`src/verilog/ovp_switch_pkg.sv`:
```
// constants, types and timing tables for the overvoltage switch control
package ovp_switch_pkg;
	localparam int CLOCK_HZ        = 40_000_000;
	localparam int DEBOUNCE_MS     = 13;
	localparam int DEBOUNCE_CYCLES = CLOCK_HZ / 1000 * DEBOUNCE_MS;
	localparam int US_CYCLES       = CLOCK_HZ / 1_000_000;
	localparam int TIMER_W         = 29;
	localparam int DEB_W           = 20;
	localparam int TICK_W          = 6;

	// register offsets
	localparam logic [7:0] ADDR_ENABLE = 8'h01;
	localparam logic [7:0] ADDR_STATUS = 8'h02;
	localparam logic [7:0] ADDR_FLAG   = 8'h03;
	localparam logic [7:0] ADDR_TRIP   = 8'h05;
	localparam logic [7:0] ADDR_PROBE  = 8'h06;
	localparam logic [7:0] ADDR_TIMING = 8'h07;
	localparam logic [7:0] ADDR_RESULT = 8'h08;
	localparam logic [7:0] ADDR_TARGET = 8'h09;
	localparam logic [7:0] ADDR_ALT    = 8'h0E;
	localparam logic [7:0] ADDR_SLEW   = 8'h0F;

	// bit positions
	localparam int EN_OUT_BIT = 7;
	localparam int EN_DET_BIT = 6;
	localparam int ST_PWRON   = 7;
	localparam int ST_BELOW   = 6;
	localparam int ST_DONE    = 5;
	localparam int ST_SWON    = 4;
	localparam int ST_OTG     = 3;
	localparam int FL_OV      = 2;
	localparam int FL_OC      = 1;
	localparam int FL_OT      = 0;
	localparam int TRIM_LO    = 4;
	localparam int PULSE_LO   = 4;

	// reset values and codes
	localparam logic [2:0] SLEW_RESET    = 3'h4;
	localparam logic [2:0] TRIM_RESET    = 3'h3;
	localparam logic [1:0] COARSE_RESET  = 2'h0;
	localparam logic [1:0] ALT_RESET     = 2'h0;
	localparam logic [3:0] PROBE_OFF     = 4'h0;
	localparam logic [7:0] BYTE_RESET    = 8'h00;
	localparam logic [3:0] PULSE_ALWAYS  = 4'hF;
	localparam logic [3:0] PERIOD_SINGLE = 4'h0;
	localparam logic [1:0] ALT_10V       = 2'h2;
	localparam logic [1:0] ALT_14V       = 2'h3;
	localparam logic [2:0] LEVEL_10V     = 3'h4;
	localparam logic [2:0] LEVEL_14V     = 3'h5;

	typedef struct packed {
		logic       write;
		logic       read;
		logic [7:0] addr;
		logic [7:0] wdata;
	} reg_req_t;

	typedef struct packed {
		logic       use_pin;
		logic       use_trim;
		logic [2:0] level;
		logic [2:0] trim;
	} trip_cfg_t;

	typedef struct packed {
		logic en_n;
		logic above_undervoltage_lockout;
		logic above_ovlo;
		logic temp_hot;
		logic temp_cool;
		logic over_current;
		logic fully_on;
		logic otg_source;
		logic adjust_valid;
	} pins_t;

	localparam pins_t PINS_RESET = 9'h100;

	// probe pulse width in microseconds
	function automatic logic [TIMER_W-1:0] pulse_us(input logic [3:0] code);
		case (code)
			4'h0: pulse_us = 29'd200;
			4'h1: pulse_us = 29'd400;
			4'h2: pulse_us = 29'd1000;
			4'h3: pulse_us = 29'd2000;
			4'h4: pulse_us = 29'd4000;
			4'h5: pulse_us = 29'd10000;
			4'h6: pulse_us = 29'd20000;
			4'h7: pulse_us = 29'd40000;
			4'h8: pulse_us = 29'd100000;
			4'h9: pulse_us = 29'd200000;
			4'hA: pulse_us = 29'd400000;
			4'hB: pulse_us = 29'd1000000;
			4'hC: pulse_us = 29'd2000000;
			4'hD: pulse_us = 29'd4000000;
			default: pulse_us = 29'd10000000;
		endcase
	endfunction : pulse_us

	// probe repeat period in microseconds
	function automatic logic [TIMER_W-1:0] period_us(input logic [3:0] code);
		case (code)
			4'h1: period_us = 29'd10000;
			4'h2: period_us = 29'd20000;
			4'h3: period_us = 29'd50000;
			4'h4: period_us = 29'd100000;
			4'h5: period_us = 29'd200000;
			4'h6: period_us = 29'd500000;
			4'h7: period_us = 29'd1000000;
			4'h8: period_us = 29'd2000000;
			4'h9: period_us = 29'd3000000;
			4'hA: period_us = 29'd6000000;
			4'hB: period_us = 29'd12000000;
			4'hC: period_us = 29'd30000000;
			4'hD: period_us = 29'd60000000;
			4'hE: period_us = 29'd120000000;
			4'hF: period_us = 29'd300000000;
			default: period_us = 29'd0;
		endcase
	endfunction : period_us
endpackage : ovp_switch_pkg

```
`src/verilog/ovp_switch_control.sv`:
```
// switch sequencing, protection lockout, threshold select and detection
`timescale 1ns/1ps
module ovp_switch_control
	import ovp_switch_pkg::*;
#(
	parameter int DEBOUNCE = DEBOUNCE_CYCLES
) (
	// clock and reset
	input  wire logic      i_clock,
	input  wire logic      i_rst_n,
	// analog comparators and pins
	input  wire pins_t     i_pins,
	// converter, same clock
	input  wire logic      i_adc_valid,
	input  wire logic [7:0] i_adc_result,
	// register port from the serial slave
	input  wire reg_req_t  i_reg_req,
	output logic [7:0]     o_reg_rdata,
	output logic           o_reg_rvalid,
	// power stage
	output logic           o_switch_on,
	output logic [2:0]     o_slew_select,
	output logic           o_protect_enable,
	output trip_cfg_t      o_trip,
	// detection front end
	output logic           o_detect_power,
	output logic           o_probe_on,
	output logic [3:0]     o_probe_current,
	// event to interrupt logic
	output logic           o_event
);
	typedef enum {DET_OFF, DET_SLEEP, DET_STANDBY, DET_PULSE,
		DET_CONVERT, DET_REST} det_state_t;

	pins_t       sync1, pins;
	logic        output_switch_enable_bit, next_output_switch_enable_bit, det_en, next_det_en;
	logic [1:0]  coarse, next_coarse, alt, next_alt;
	logic [2:0]  trim, next_trim, slew, next_slew;
	logic [3:0]  probe, next_probe, pulse_code, next_pulse_code;
	logic [3:0]  period_code, next_period_code;
	logic [7:0]  target, next_target, result, next_result;
	logic [2:0]  flags, next_flags;
	logic        from_reg, next_from_reg, strap_taken, next_strap_taken;
	logic        adj_ok, next_adj_ok;
	logic [7:0]  rdata, next_rdata, status;
	logic        rvalid, next_rvalid;
	trip_cfg_t   trip, next_trip;
	logic        en_active, body_diode, ot_active, next_ot_active;
	logic        oc_active, next_oc_active, fault, ready;
	logic        sw_on, next_sw_on;
	logic [DEB_W-1:0] deb, next_deb;
	det_state_t  dstate, next_dstate;
	logic [TICK_W-1:0] tick, next_tick;
	logic [TIMER_W-1:0] timer, next_timer;
	logic [3:0]  prev_probe, next_prev_probe;
	logic        done, next_done, below, next_below;
	logic [7:0]  events, last_events;
	logic        evt, next_evt;
	logic        ov_set, ot_set, oc_set, us_tick;

	// pin synchroniser, not reset, fills while reset is held
	always_ff @(posedge i_clock) begin
		sync1 <= i_pins;
		pins  <= sync1;
	end

	// protection and switch sequencing
	always_comb begin
		en_active  = !pins.en_n;
		body_diode = pins.otg_source && (!en_active || output_switch_enable_bit);
		ov_set = en_active && pins.above_ovlo;
		ot_set = (en_active || pins.otg_source) && pins.temp_hot;
		oc_set = sw_on && pins.fully_on && pins.over_current;
		next_ot_active = ot_active;
		if (!en_active) begin
			next_ot_active = 1'b0;
		end else if (pins.temp_hot) begin
			next_ot_active = 1'b1;
		end else if (pins.temp_cool) begin
			next_ot_active = 1'b0;
		end
		next_oc_active = en_active && (oc_set || (oc_active && pins.over_current));
		// body diode conduction: overtemp only reports
		fault = !pins.above_undervoltage_lockout || pins.above_ovlo
			|| (ot_active && !body_diode) || oc_active;
		ready = en_active && !fault;
		next_deb = '0;
		if (ready) begin
			next_deb = (deb == DEB_W'(DEBOUNCE)) ? deb : deb + 1'b1;
		end
		next_sw_on = ready && (deb == DEB_W'(DEBOUNCE));
	end

	always_ff @(posedge i_clock) begin
		if (!i_rst_n) begin
			ot_active <= 1'b0;
			oc_active <= 1'b0;
			deb       <= '0;
			sw_on     <= 1'b0;
		end else begin
			ot_active <= next_ot_active;
			oc_active <= next_oc_active;
			deb       <= next_deb;
			sw_on     <= next_sw_on;
		end
	end

	// register file, flags and threshold source
	always_comb begin
		status = BYTE_RESET;
		status[ST_PWRON] = pins.above_undervoltage_lockout;
		status[ST_BELOW] = below;
		status[ST_DONE]  = done;
		status[ST_SWON]  = sw_on;
		status[ST_OTG]   = pins.otg_source;
		next_output_switch_enable_bit     = output_switch_enable_bit;
		next_det_en      = det_en;
		next_coarse      = coarse;
		next_trim        = trim;
		next_alt         = alt;
		next_slew        = slew;
		next_probe       = probe;
		next_pulse_code  = pulse_code;
		next_period_code = period_code;
		next_target      = target;
		next_from_reg    = from_reg;
		next_strap_taken = 1'b1;
		next_adj_ok      = strap_taken ? adj_ok : pins.adjust_valid;
		if (i_reg_req.write) begin
			case (i_reg_req.addr)
				ADDR_ENABLE: begin
					next_output_switch_enable_bit = i_reg_req.wdata[EN_OUT_BIT];
					next_det_en  = i_reg_req.wdata[EN_DET_BIT];
				end
				ADDR_TRIP: begin
					next_coarse   = i_reg_req.wdata[1:0];
					next_trim     = i_reg_req.wdata[TRIM_LO+:3];
					next_from_reg = 1'b1;
				end
				ADDR_PROBE: next_probe = i_reg_req.wdata[3:0];
				ADDR_TIMING: begin
					next_pulse_code  = i_reg_req.wdata[PULSE_LO+:4];
					next_period_code = i_reg_req.wdata[3:0];
				end
				ADDR_TARGET: next_target = i_reg_req.wdata;
				ADDR_ALT: begin
					next_alt      = i_reg_req.wdata[1:0];
					next_from_reg = 1'b1;
				end
				ADDR_SLEW: next_slew = i_reg_req.wdata[2:0];
				default: next_from_reg = from_reg;
			endcase
		end
		// clear on read or undervoltage, a same-cycle set wins
		next_flags = flags;
		if ((i_reg_req.read && i_reg_req.addr == ADDR_FLAG)
			|| !pins.above_undervoltage_lockout) begin
			next_flags = 3'h0;
		end
		next_flags[FL_OV] = next_flags[FL_OV] || ov_set;
		next_flags[FL_OT] = next_flags[FL_OT] || ot_set;
		next_flags[FL_OC] = next_flags[FL_OC] || oc_set;
		next_rvalid = i_reg_req.read;
		next_rdata  = rdata;
		if (i_reg_req.read) begin
			case (i_reg_req.addr)
				ADDR_ENABLE: next_rdata = {output_switch_enable_bit, det_en, 6'h00};
				ADDR_STATUS: next_rdata = status;
				ADDR_FLAG:   next_rdata = {5'h00, flags};
				ADDR_TRIP:   next_rdata = {1'b0, trim, 2'h0, coarse};
				ADDR_PROBE:  next_rdata = {4'h0, probe};
				ADDR_TIMING: next_rdata = {pulse_code, period_code};
				ADDR_RESULT: next_rdata = result;
				ADDR_TARGET: next_rdata = target;
				ADDR_ALT:    next_rdata = {6'h00, alt};
				ADDR_SLEW:   next_rdata = {5'h00, slew};
				default:     next_rdata = BYTE_RESET;
			endcase
		end
		next_trip.use_pin  = !from_reg && adj_ok;
		next_trip.use_trim = from_reg;
		next_trip.trim     = trim;
		next_trip.level    = {1'b0, coarse};
		if (alt == ALT_10V) begin
			next_trip.level = LEVEL_10V;
		end else if (alt == ALT_14V) begin
			next_trip.level = LEVEL_14V;
		end
		events = {status[7:4], 1'b0, flags};
		next_evt = |(events & ~last_events);
	end

	always_ff @(posedge i_clock) begin
		if (!i_rst_n) begin
			output_switch_enable_bit     <= 1'b0;
			det_en      <= 1'b0;
			coarse      <= COARSE_RESET;
			trim        <= TRIM_RESET;
			alt         <= ALT_RESET;
			slew        <= SLEW_RESET;
			probe       <= PROBE_OFF;
			pulse_code  <= 4'h0;
			period_code <= PERIOD_SINGLE;
			target      <= BYTE_RESET;
			flags       <= 3'h0;
			from_reg    <= 1'b0;
			strap_taken <= 1'b0;
			adj_ok      <= 1'b0;
			rdata       <= BYTE_RESET;
			rvalid      <= 1'b0;
			trip        <= '0;
			last_events <= BYTE_RESET;
			evt         <= 1'b0;
		end else begin
			output_switch_enable_bit     <= next_output_switch_enable_bit;
			det_en      <= next_det_en;
			coarse      <= next_coarse;
			trim        <= next_trim;
			alt         <= next_alt;
			slew        <= next_slew;
			probe       <= next_probe;
			pulse_code  <= next_pulse_code;
			period_code <= next_period_code;
			target      <= next_target;
			flags       <= next_flags;
			from_reg    <= next_from_reg;
			strap_taken <= next_strap_taken;
			adj_ok      <= next_adj_ok;
			rdata       <= next_rdata;
			rvalid      <= next_rvalid;
			trip        <= next_trip;
			last_events <= events;
			evt         <= next_evt;
		end
	end

	// impedance detection sequencer
	always_comb begin
		us_tick         = (tick == TICK_W'(US_CYCLES - 1));
		next_tick       = us_tick ? '0 : tick + 1'b1;
		next_timer      = us_tick ? timer + 1'b1 : timer;
		next_dstate     = dstate;
		next_prev_probe = probe;
		next_done       = done;
		next_below      = below;
		next_result     = result;
		case (dstate)
			DET_OFF: if (en_active && !pins.above_undervoltage_lockout)
				next_dstate = DET_SLEEP;
			DET_SLEEP: if (det_en) next_dstate = DET_STANDBY;
			DET_STANDBY: begin
				if (!det_en) begin
					next_dstate = DET_SLEEP;
				end else if (prev_probe == PROBE_OFF && probe != PROBE_OFF) begin
					next_dstate = DET_PULSE;
					next_timer  = '0;
					next_tick   = '0;
					next_done   = 1'b0;
				end
			end
			DET_PULSE: begin
				if (probe == PROBE_OFF) begin
					next_dstate = DET_STANDBY;
				end else if (pulse_code != PULSE_ALWAYS
					&& timer >= pulse_us(pulse_code)) begin
					next_dstate = DET_CONVERT;
				end
			end
			DET_CONVERT: begin
				if (i_adc_valid) begin
					next_result = i_adc_result;
					next_done   = 1'b1;
					next_below  = i_adc_result < target;
					next_dstate = (period_code == PERIOD_SINGLE)
						? DET_STANDBY : DET_REST;
				end
			end
			DET_REST: begin
				if (probe == PROBE_OFF) begin
					next_dstate = DET_STANDBY;
				end else if (timer >= period_us(period_code)) begin
					next_dstate = DET_PULSE;
					next_timer  = '0;
					next_tick   = '0;
					next_done   = 1'b0;
				end
			end
			default: next_dstate = DET_OFF;
		endcase
		if (!en_active || pins.above_undervoltage_lockout) begin
			next_dstate = DET_OFF;
		end
	end

	always_ff @(posedge i_clock) begin
		if (!i_rst_n) begin
			dstate     <= DET_OFF;
			tick       <= '0;
			timer      <= '0;
			prev_probe <= PROBE_OFF;
			done       <= 1'b0;
			below      <= 1'b0;
			result     <= BYTE_RESET;
		end else begin
			dstate     <= next_dstate;
			tick       <= next_tick;
			timer      <= next_timer;
			prev_probe <= next_prev_probe;
			done       <= next_done;
			below      <= next_below;
			result     <= next_result;
		end
	end
	// outputs from flops
	always_ff @(posedge i_clock) begin
		if (!i_rst_n) begin
			o_switch_on      <= 1'b0;
			o_slew_select    <= SLEW_RESET;
			o_protect_enable <= 1'b0;
			o_detect_power   <= 1'b0;
			o_probe_on       <= 1'b0;
			o_probe_current  <= PROBE_OFF;
		end else begin
			o_switch_on      <= next_sw_on;
			o_slew_select    <= next_slew;
			o_protect_enable <= !pins.en_n;
			o_detect_power   <= next_dstate == DET_STANDBY
				|| next_dstate == DET_PULSE || next_dstate == DET_CONVERT
				|| next_dstate == DET_REST;
			o_probe_on       <= next_dstate == DET_PULSE;
			o_probe_current  <= next_probe;
		end
	end
	assign o_reg_rdata  = rdata;
	assign o_reg_rvalid = rvalid;
	assign o_trip       = trip;
	assign o_event      = evt;
endmodule : ovp_switch_control

```
`config.mk`:
```
export PLATFORM = sky130hd
export DESIGN_NAME = ovp_switch_control
export DESIGN_NICKNAME = d
export VERILOG_FILES = /design/src/verilog/ovp_switch_pkg.sv /design/src/verilog/ovp_switch_control.sv
export SDC_FILE = /design/constraint.sdc
export NUM_CORES = 1
export LEC_CHECK = 0
export ABC_CLOCK_PERIOD_IN_PS = 3200
export BUFFER_PORTS_ARGS = -buffer_cell sky130_fd_sc_hd__buf_2
export CORE_MARGIN = 2
export CORE_UTILIZATION = 25
export CTS_CLUSTER_DIAMETER = 100
export CTS_CLUSTER_SIZE = 14
export DETAILED_ROUTE_END_ITERATION = 7
export SLEW_MARGIN = 20
export SYNTH_ARGS = -nofsm -noshare
export SYNTH_HDL_FRONTEND = slang
export SYNTH_SLANG_ARGS = --single-unit
```
`constraint.sdc`:
```
create_clock -name i_clock -period 3.2 [get_ports i_clock]
set_input_delay 0.16 -clock i_clock [delete_from_list [all_inputs] [get_ports i_clock]]
set_output_delay 0.16 -clock i_clock [all_outputs]
set_load 0.01 [all_outputs]
```
==> impl_results.md, run 1 <==
- Fmax: approximately 360 MHz
- Min-delay worst type: in -> reg
- WL/cell: around 14 µm
- Ys Warns: 0
- Final hold vios: 0
- Layout cells sized above 1: between 10% and 20%
- Post-DRT Antenna Nets: 0
- Worst setup EP type: flip-flop
- Final Cycle Share: 87.6%
- Most common cell after layout, fill and taps aside: dfxtp_1
- Post CTS Setup Buffer Count: 0
- Vias in the first global route: about 8000
- Post-Synthesis Cell Area: 0.0100 mm²
- Dominant cell type by area after synthesis: dfxtp_1
- Via density: 4.62
- Diode count: 0
- DRC viols: 0
- Drt initial violations: between 600 and 700
- First-pass GRT wire length: 41.1 mm
- Die area: 0.0418 mm²
- Initial Util: approximately 25%
- Max-slew headroom at the worst pin: 41.8%
- Pin count of the biggest net entering global routing: 36
- Worst-Margin Slew: approximately 0.87 ns
- Place WS: approximately 0.10 ns
- Die Width: around 200 µm
- Status: completed
- RePlAce Congestion: ~0.87
- Largest cells by area after synthesis: dfxtp_1 46%, ha_1 9.0%, nor2_1 5.0%
- GRT Util Overall: about an eighth
- Vias: 8218
- CTS clk-pin slew, worst paths: 0.07 ns
- Max-Cap Viols: 0
- Synthesis-to-layout area growth: 19.0%
- Fill cells: roughly 4200
- Worst setup margin: roughly 0.40 ns
- TritonCTS clock tree: built
- Global route overflow: 0
- Fin nets: 1362
- Cells after synthesis: between 1000 and 1500
- Final setup fails: 0
- Asr flop ratio synth: 0%
- CTS root buf: clkbuf_16
- Yosys top cell area share: around 46%
- Critical path required time: ~3.6 ns
- Post-CTS sizing: 0
- Die height: between 200 and 250 µm
- Syn_area_per_cell: approximately 8.9 µm²
- Post-synth cell types: 72
- # rows: between 70 and 80
- Post-DP HPWL: 18.3 mm
- TritonCTS Buffers: 20
- Lkg Pwr: ~4.8 nW
- Maximum VDD drop: around 0.45 mV
- Critical path type: reg -> reg
- Post-synth EDFFs: 0
- Startpoint types: flip-flop
- I/O Buffers: 66
- Core Region: just under 0.04 mm²
- CTS max path bufs: 3
- DR pass1 iterations: 5
- IO Pins: 67
- Seq/Total Area, Yosys: 46.2%
- Clock Skew: just over 0.03 ns
- Htree depth: 1
- CP Max Fanout: 5
- Initial antenna violation count: 1
- Skew-Pair Late Insertion Delay: 0.52 ns
- Fin crit period: between 2 and 3 ns
- Sink Count: 232
- RSZ-0062 raised after global routing: false
- Flops & latches, synth: about 230
- Most frequent cells in the layout: 232 x dfxtp_1, 133 x nor2_1, 100 x nand2_1, 83 x inv_1, 72 x ha_1
- Max-slew violations: 0
- Top FF cell, synth: dfxtp_1
- Worst EP arrival: approximately 3.2 ns
- Power per cell area: between 400 and 500 mW/mm²
- Setup TNS: 0 ns
- WL final: roughly 25 mm
## per-stage QoR
step           cell area (µm²)  cells  util, %  power [mW]  hold WS, ns
6_report                 11900   1778     30.1        5.40       0.0375
5_1_grt                  11900   1778     30.1        5.62       0.0491
4_1_cts                  11900   1778     30.1        5.47       0.0197
3_5_place_dp             11100   1730     28.0        3.17        0.264
3_3_place_gp             11100   1730     28.0        3.17        0.264
2_1_floorplan            10100   1154        -        3.09        0.188
## metal layers
metal	wire [µm]	track usage, %	vias up
met5	11	0	-
met4	539	3.21	2
met3	1150	2.02	45
met2	11600	20.3	207
met1	11500	15.8	3862
li1	-	-	4102
## power by group
group / internal [mW] / switching [mW]
clock: 1.23 / 1.04
combinational: 0.0728 / 0.106
sequential: 2.93 / 0.0193
## final cells by class
class	count	area [µm²]	area share [%]
clock inverter	2	60.1	0.503
multi-input combinational	800	5020	42.0
inverter	89	334	2.80
sequential	232	4640	38.9
clock buffer	21	514	4.30
tap	525	657	5.50
timing repair buffer	109	716	5.99
## path summary, 6_finish.rpt
kind / from / to / slack, ns / cells after the start
setup / recovery: timer[8] / o_detect_power / 0.40 / 9
setup reg to reg: timer[8] / o_detect_power / 0.40 / 9
hold reg to reg: sync1[3] / pins[3] / 0.33 / 0
hold / removal: i_reg_req[17] / coarse[1] / 0.04 / 3
## worst max-delay path, stage by stage (launching register included)
cell and delay [ns]:
dfxtp_1 0.48, ha_1 0.31, a21oi_1 0.12, o21ai_0 0.10
a2111oi_0 0.52, buf_4 0.20, o2111a_1 0.30, nor4_1 0.09
o221a_2 0.30, or2_1 0.26
## logic make-up (layout without fill, tap and decap cells)
logic type                 after synthesis  count (layout)  share of synthesized area (%)
and+or+nand+nor                        437             437                           21.5
buffers and inverters                  122             221                           4.82
other                                    1              29                         0.0373
muxes                                   22              22                           2.27
xor gates and xnor gates                49              49                           4.27
AOI/OAI and AO/OA                      191             191                           11.9
adders and majority gates               72              72                           8.97
DFF                                    232             232                           46.2
## what timing repair did
| action | 4_1_cts | 5_1_grt |
|---|---|---|
| hold buffers | 25 | 0 |
| hold endpoints to repair | 38 | 0 |
| setup endpoints to repair | 0 | 0 |
## cell usage after synthesis (all sizes together), types with 3 or more instances
| master | number |
|---|---|
| nand2b | 12 |
| nand3b | 3 |
| nand4 | 20 |
| nor2b | 6 |
| and2 | 15 |
| dfxtp | 232 |
| or4 | 4 |
| nand3 | 58 |
| xnor2 | 15 |
| a22oi | 14 |
| buf | 9 |
| a31oi | 11 |
| nor2 | 134 |
| a21o | 8 |
| nor3 | 23 |
| nor3b | 8 |
| nand4b | 3 |
| and4 | 6 |
| o211ai | 3 |
| a22o | 4 |
| o21ai | 38 |
| xor2 | 34 |
| mux2 | 3 |
| a211o | 3 |
| and3 | 13 |
| o22ai | 7 |
| nor4 | 19 |
| clkbuf | 24 |
| a21oi | 72 |
| ha | 72 |
| inv | 88 |
| nand2 | 104 |
| o221ai | 4 |
| and4b | 3 |
| a211oi | 6 |
| a222oi | 4 |
| mux2i | 19 |
No activity file was read; power rests on OpenSTA's default activity.
==> run 2, diff against run 1 <==
==> constraint.sdc (replaced) <==
create_clock -name i_clock -period 3.2 [get_ports i_clock]
set_input_delay 0 -clock i_clock [delete_from_list [all_inputs] [get_ports i_clock]]
set_output_delay 0 -clock i_clock [all_outputs]
set_load 0.01 [all_outputs]
==> run 2 against run 1 <==
- combinational power barely moved
- register-to-register slack got worse by 0.12 ns
- wire length fell by 0.68%
- sequential cell count did not move
- via count rose by 0.12%
- final area rose by 0.59%
- setup slack got worse by 0.12 ns
- critical path depth fell by 1
- non-clock buffer count rose by 6
- die area did not move
- critical path type unchanged
- largest cell class unchanged
==> impl_results.md, run 2 (synthesized netlist as in run 1, its figures left out) <==
- CP max-delay cell: a2111oi_0
- Layout cells sized above 1: between 10% and 20%
- Status: completed
- Post-CTS sizing: 0
- CP top delay family: compound AO/OA/AOI/OAI gates
- DRC viols: 0
- Critical path, cell by cell: ha_1 > a211oi_1 > nor2_1 > a2111oi_0 > o2111a_1 > nor4_1 > o221a_2 > or2_1
- Critical Path Max Stage Delay: 0.71 ns
- Lkg Pwr: 4.80 nW
- CP Max Fanout: 7
- NetSw: around 1.2 mW
- Fin crit period: 2.92 ns
- Critical path buffers and inverters: 0
- Core Region: between 0.03 and 0.04 mm²
- Clock Skew: 0.0265 ns
- Drt initial violations: 620
- Final Cycle Share: roughly nine tenths
- Via density: approximately 4.6
- CTS clk-pin slew, worst paths: roughly 0.06 ns
- Worst R2R Setup Slack: ~0.28 ns
- Vias: roughly 8200
- Htree depth: 1
- Sink Count: between 200 and 250
- Critical path type: reg -> reg
- First-pass GRT wire length: 40.8 mm
- Final setup fails: 0
- CTS max path bufs: 3
- Setup TNS: 0 ns
- Most common cell after layout, fill and taps aside: dfxtp_1
- WL/cell: between 10 and 15 µm
- Diode count: 0
- RePlAce Congestion: 0.879
- Die height: 204 µm
- Final core utilization: a little under a third
- HP Start: i_reg_req[8]
- Power per cell area: roughly 450 mW/mm²
- Synthesis-to-layout area growth: 19.7%
- TritonCTS clock tree: built
- # rows: 73
- Final hold vios: 0
- CTS root buf: clkbuf_16
- Max-Cap Viols: 0
- FF-to-FF path depth: 8
- Fin nets: 1368
- Logic pwr share: 3.4%
- Skew-Pair Late Insertion Delay: 0.52 ns
- DR pass1 iterations: 5
- Register share of total power: 54.7%
- WL final: roughly 25 mm
- Pint: between 4 and 5 mW
- Worst EP arrival: 3.32 ns
- Critical path required time: between 3 and 4 ns
- Most frequent cells in the layout: 232 x dfxtp_1, 133 x nor2_1, 100 x nand2_1, 83 x inv_1, 72 x ha_1
- Place WS: between 0.3 and 0.4 ns
- Fmax: between 300 and 400 MHz
- I/O Buffers: between 60 and 70
- GRT Util Overall: 11.9%
- Worst Hold Endpoint: o_slew_select[1]
- Switching Share: between 20% and 30%
- RSZ-0062 raised after global routing: false
- Worst-Margin Slew: around 0.89 ns
- Min-delay worst type: in -> reg
- Initial Util: 25.3%
- Post-DRT Antenna Nets: 0
- Pin count of the biggest net entering global routing: 36
- Initial antenna violation count: 1
- FF-to-FF End: o_detect_power
- Vias in the first global route: ~8000
- Worst setup margin: 0.281 ns
- Die Width: approximately 200 µm
- Global route overflow: 0
- Worst R2R Start: timer[10]
- IO Pins: 67
- Maximum VDD drop: between 0.3 and 0.4 mV
- Worst setup EP type: flip-flop
- TritonCTS Buffers: 20
- Max-slew violations: 0
- Hold path depth: 5
- Clock power frac: a little over two fifths
- Die area: 0.0418 mm²
- Startpoint types: flip-flop
- Levels on crit path: 8
- Max-slew headroom at the worst pin: between 30 and 40%
- Post-DP HPWL: about 18 mm
## run 2: per-layer routing
layer	up-vias	global-route usage, %	routed length, µm
met2	205	20.2	11500
met1	3861	15.4	11400
met5	-	0	12
met4	2	3.26	709
met3	50	1.93	1040
li1	4110	-	-
## run 2: layout make-up
cell class                 count  area, µm²
clock buffer                  21        514
clock inverter                 2       60.1
fill                        4161      27700
inverter                      89        334
multi-input combinational    800       5020
sequential                   232       4640
tap                          525        657
timing repair buffer         115        786
## run 2: per-stage QoR
step	power (mW)	area [µm²]	std cells	hold slack, ns
floorplan	3.09	10100	1154	0.0277
global placement	3.17	11100	1726	0.105
detailed placement	3.17	11100	1726	0.104
CTS	5.46	12000	1784	0.00371
global route	5.59	12000	1784	0.0746
finish	5.40	12000	1784	0.0402
## run 2: worst max path at each step
stage	startpoint	to	slack (ns)
final	timer[10]	o_detect_power	0.28
after detailed placement	i_reg_req[13]	flip-flop	0.36
after global routing	dstate[26]	result[5]	0.18
after floorplan	i_reg_req[13]	flip-flop	0.80
after CTS	timer[10]	o_detect_power	0.41
after global placement	timer[8]	o_detect_power	0.44
## run 2: worst min-delay path, stage by stage
cell     delay (ns)
buf_2          0.13
nand3_1        0.09
nor2_1         0.13
nand3_1        0.11
a21oi_1        0.05
## run 2: timing repair
action,CTS,global route
endpoints found under the hold margin,53,0
setup buffers,0,0
hold buffers,35,0
## run 2: power groups by stage
stage / Sequential, mW / Clock (mW) / Combinational (mW)
after global placement: 3.02 / 0 / 0.152
final: 2.95 / 2.26 / 0.181
after global routing: 2.95 / 2.44 / 0.201
after floorplan: 3.01 / 0 / 0.0797
after CTS: 2.95 / 2.33 / 0.179
after detailed placement: 3.02 / 0 / 0.153
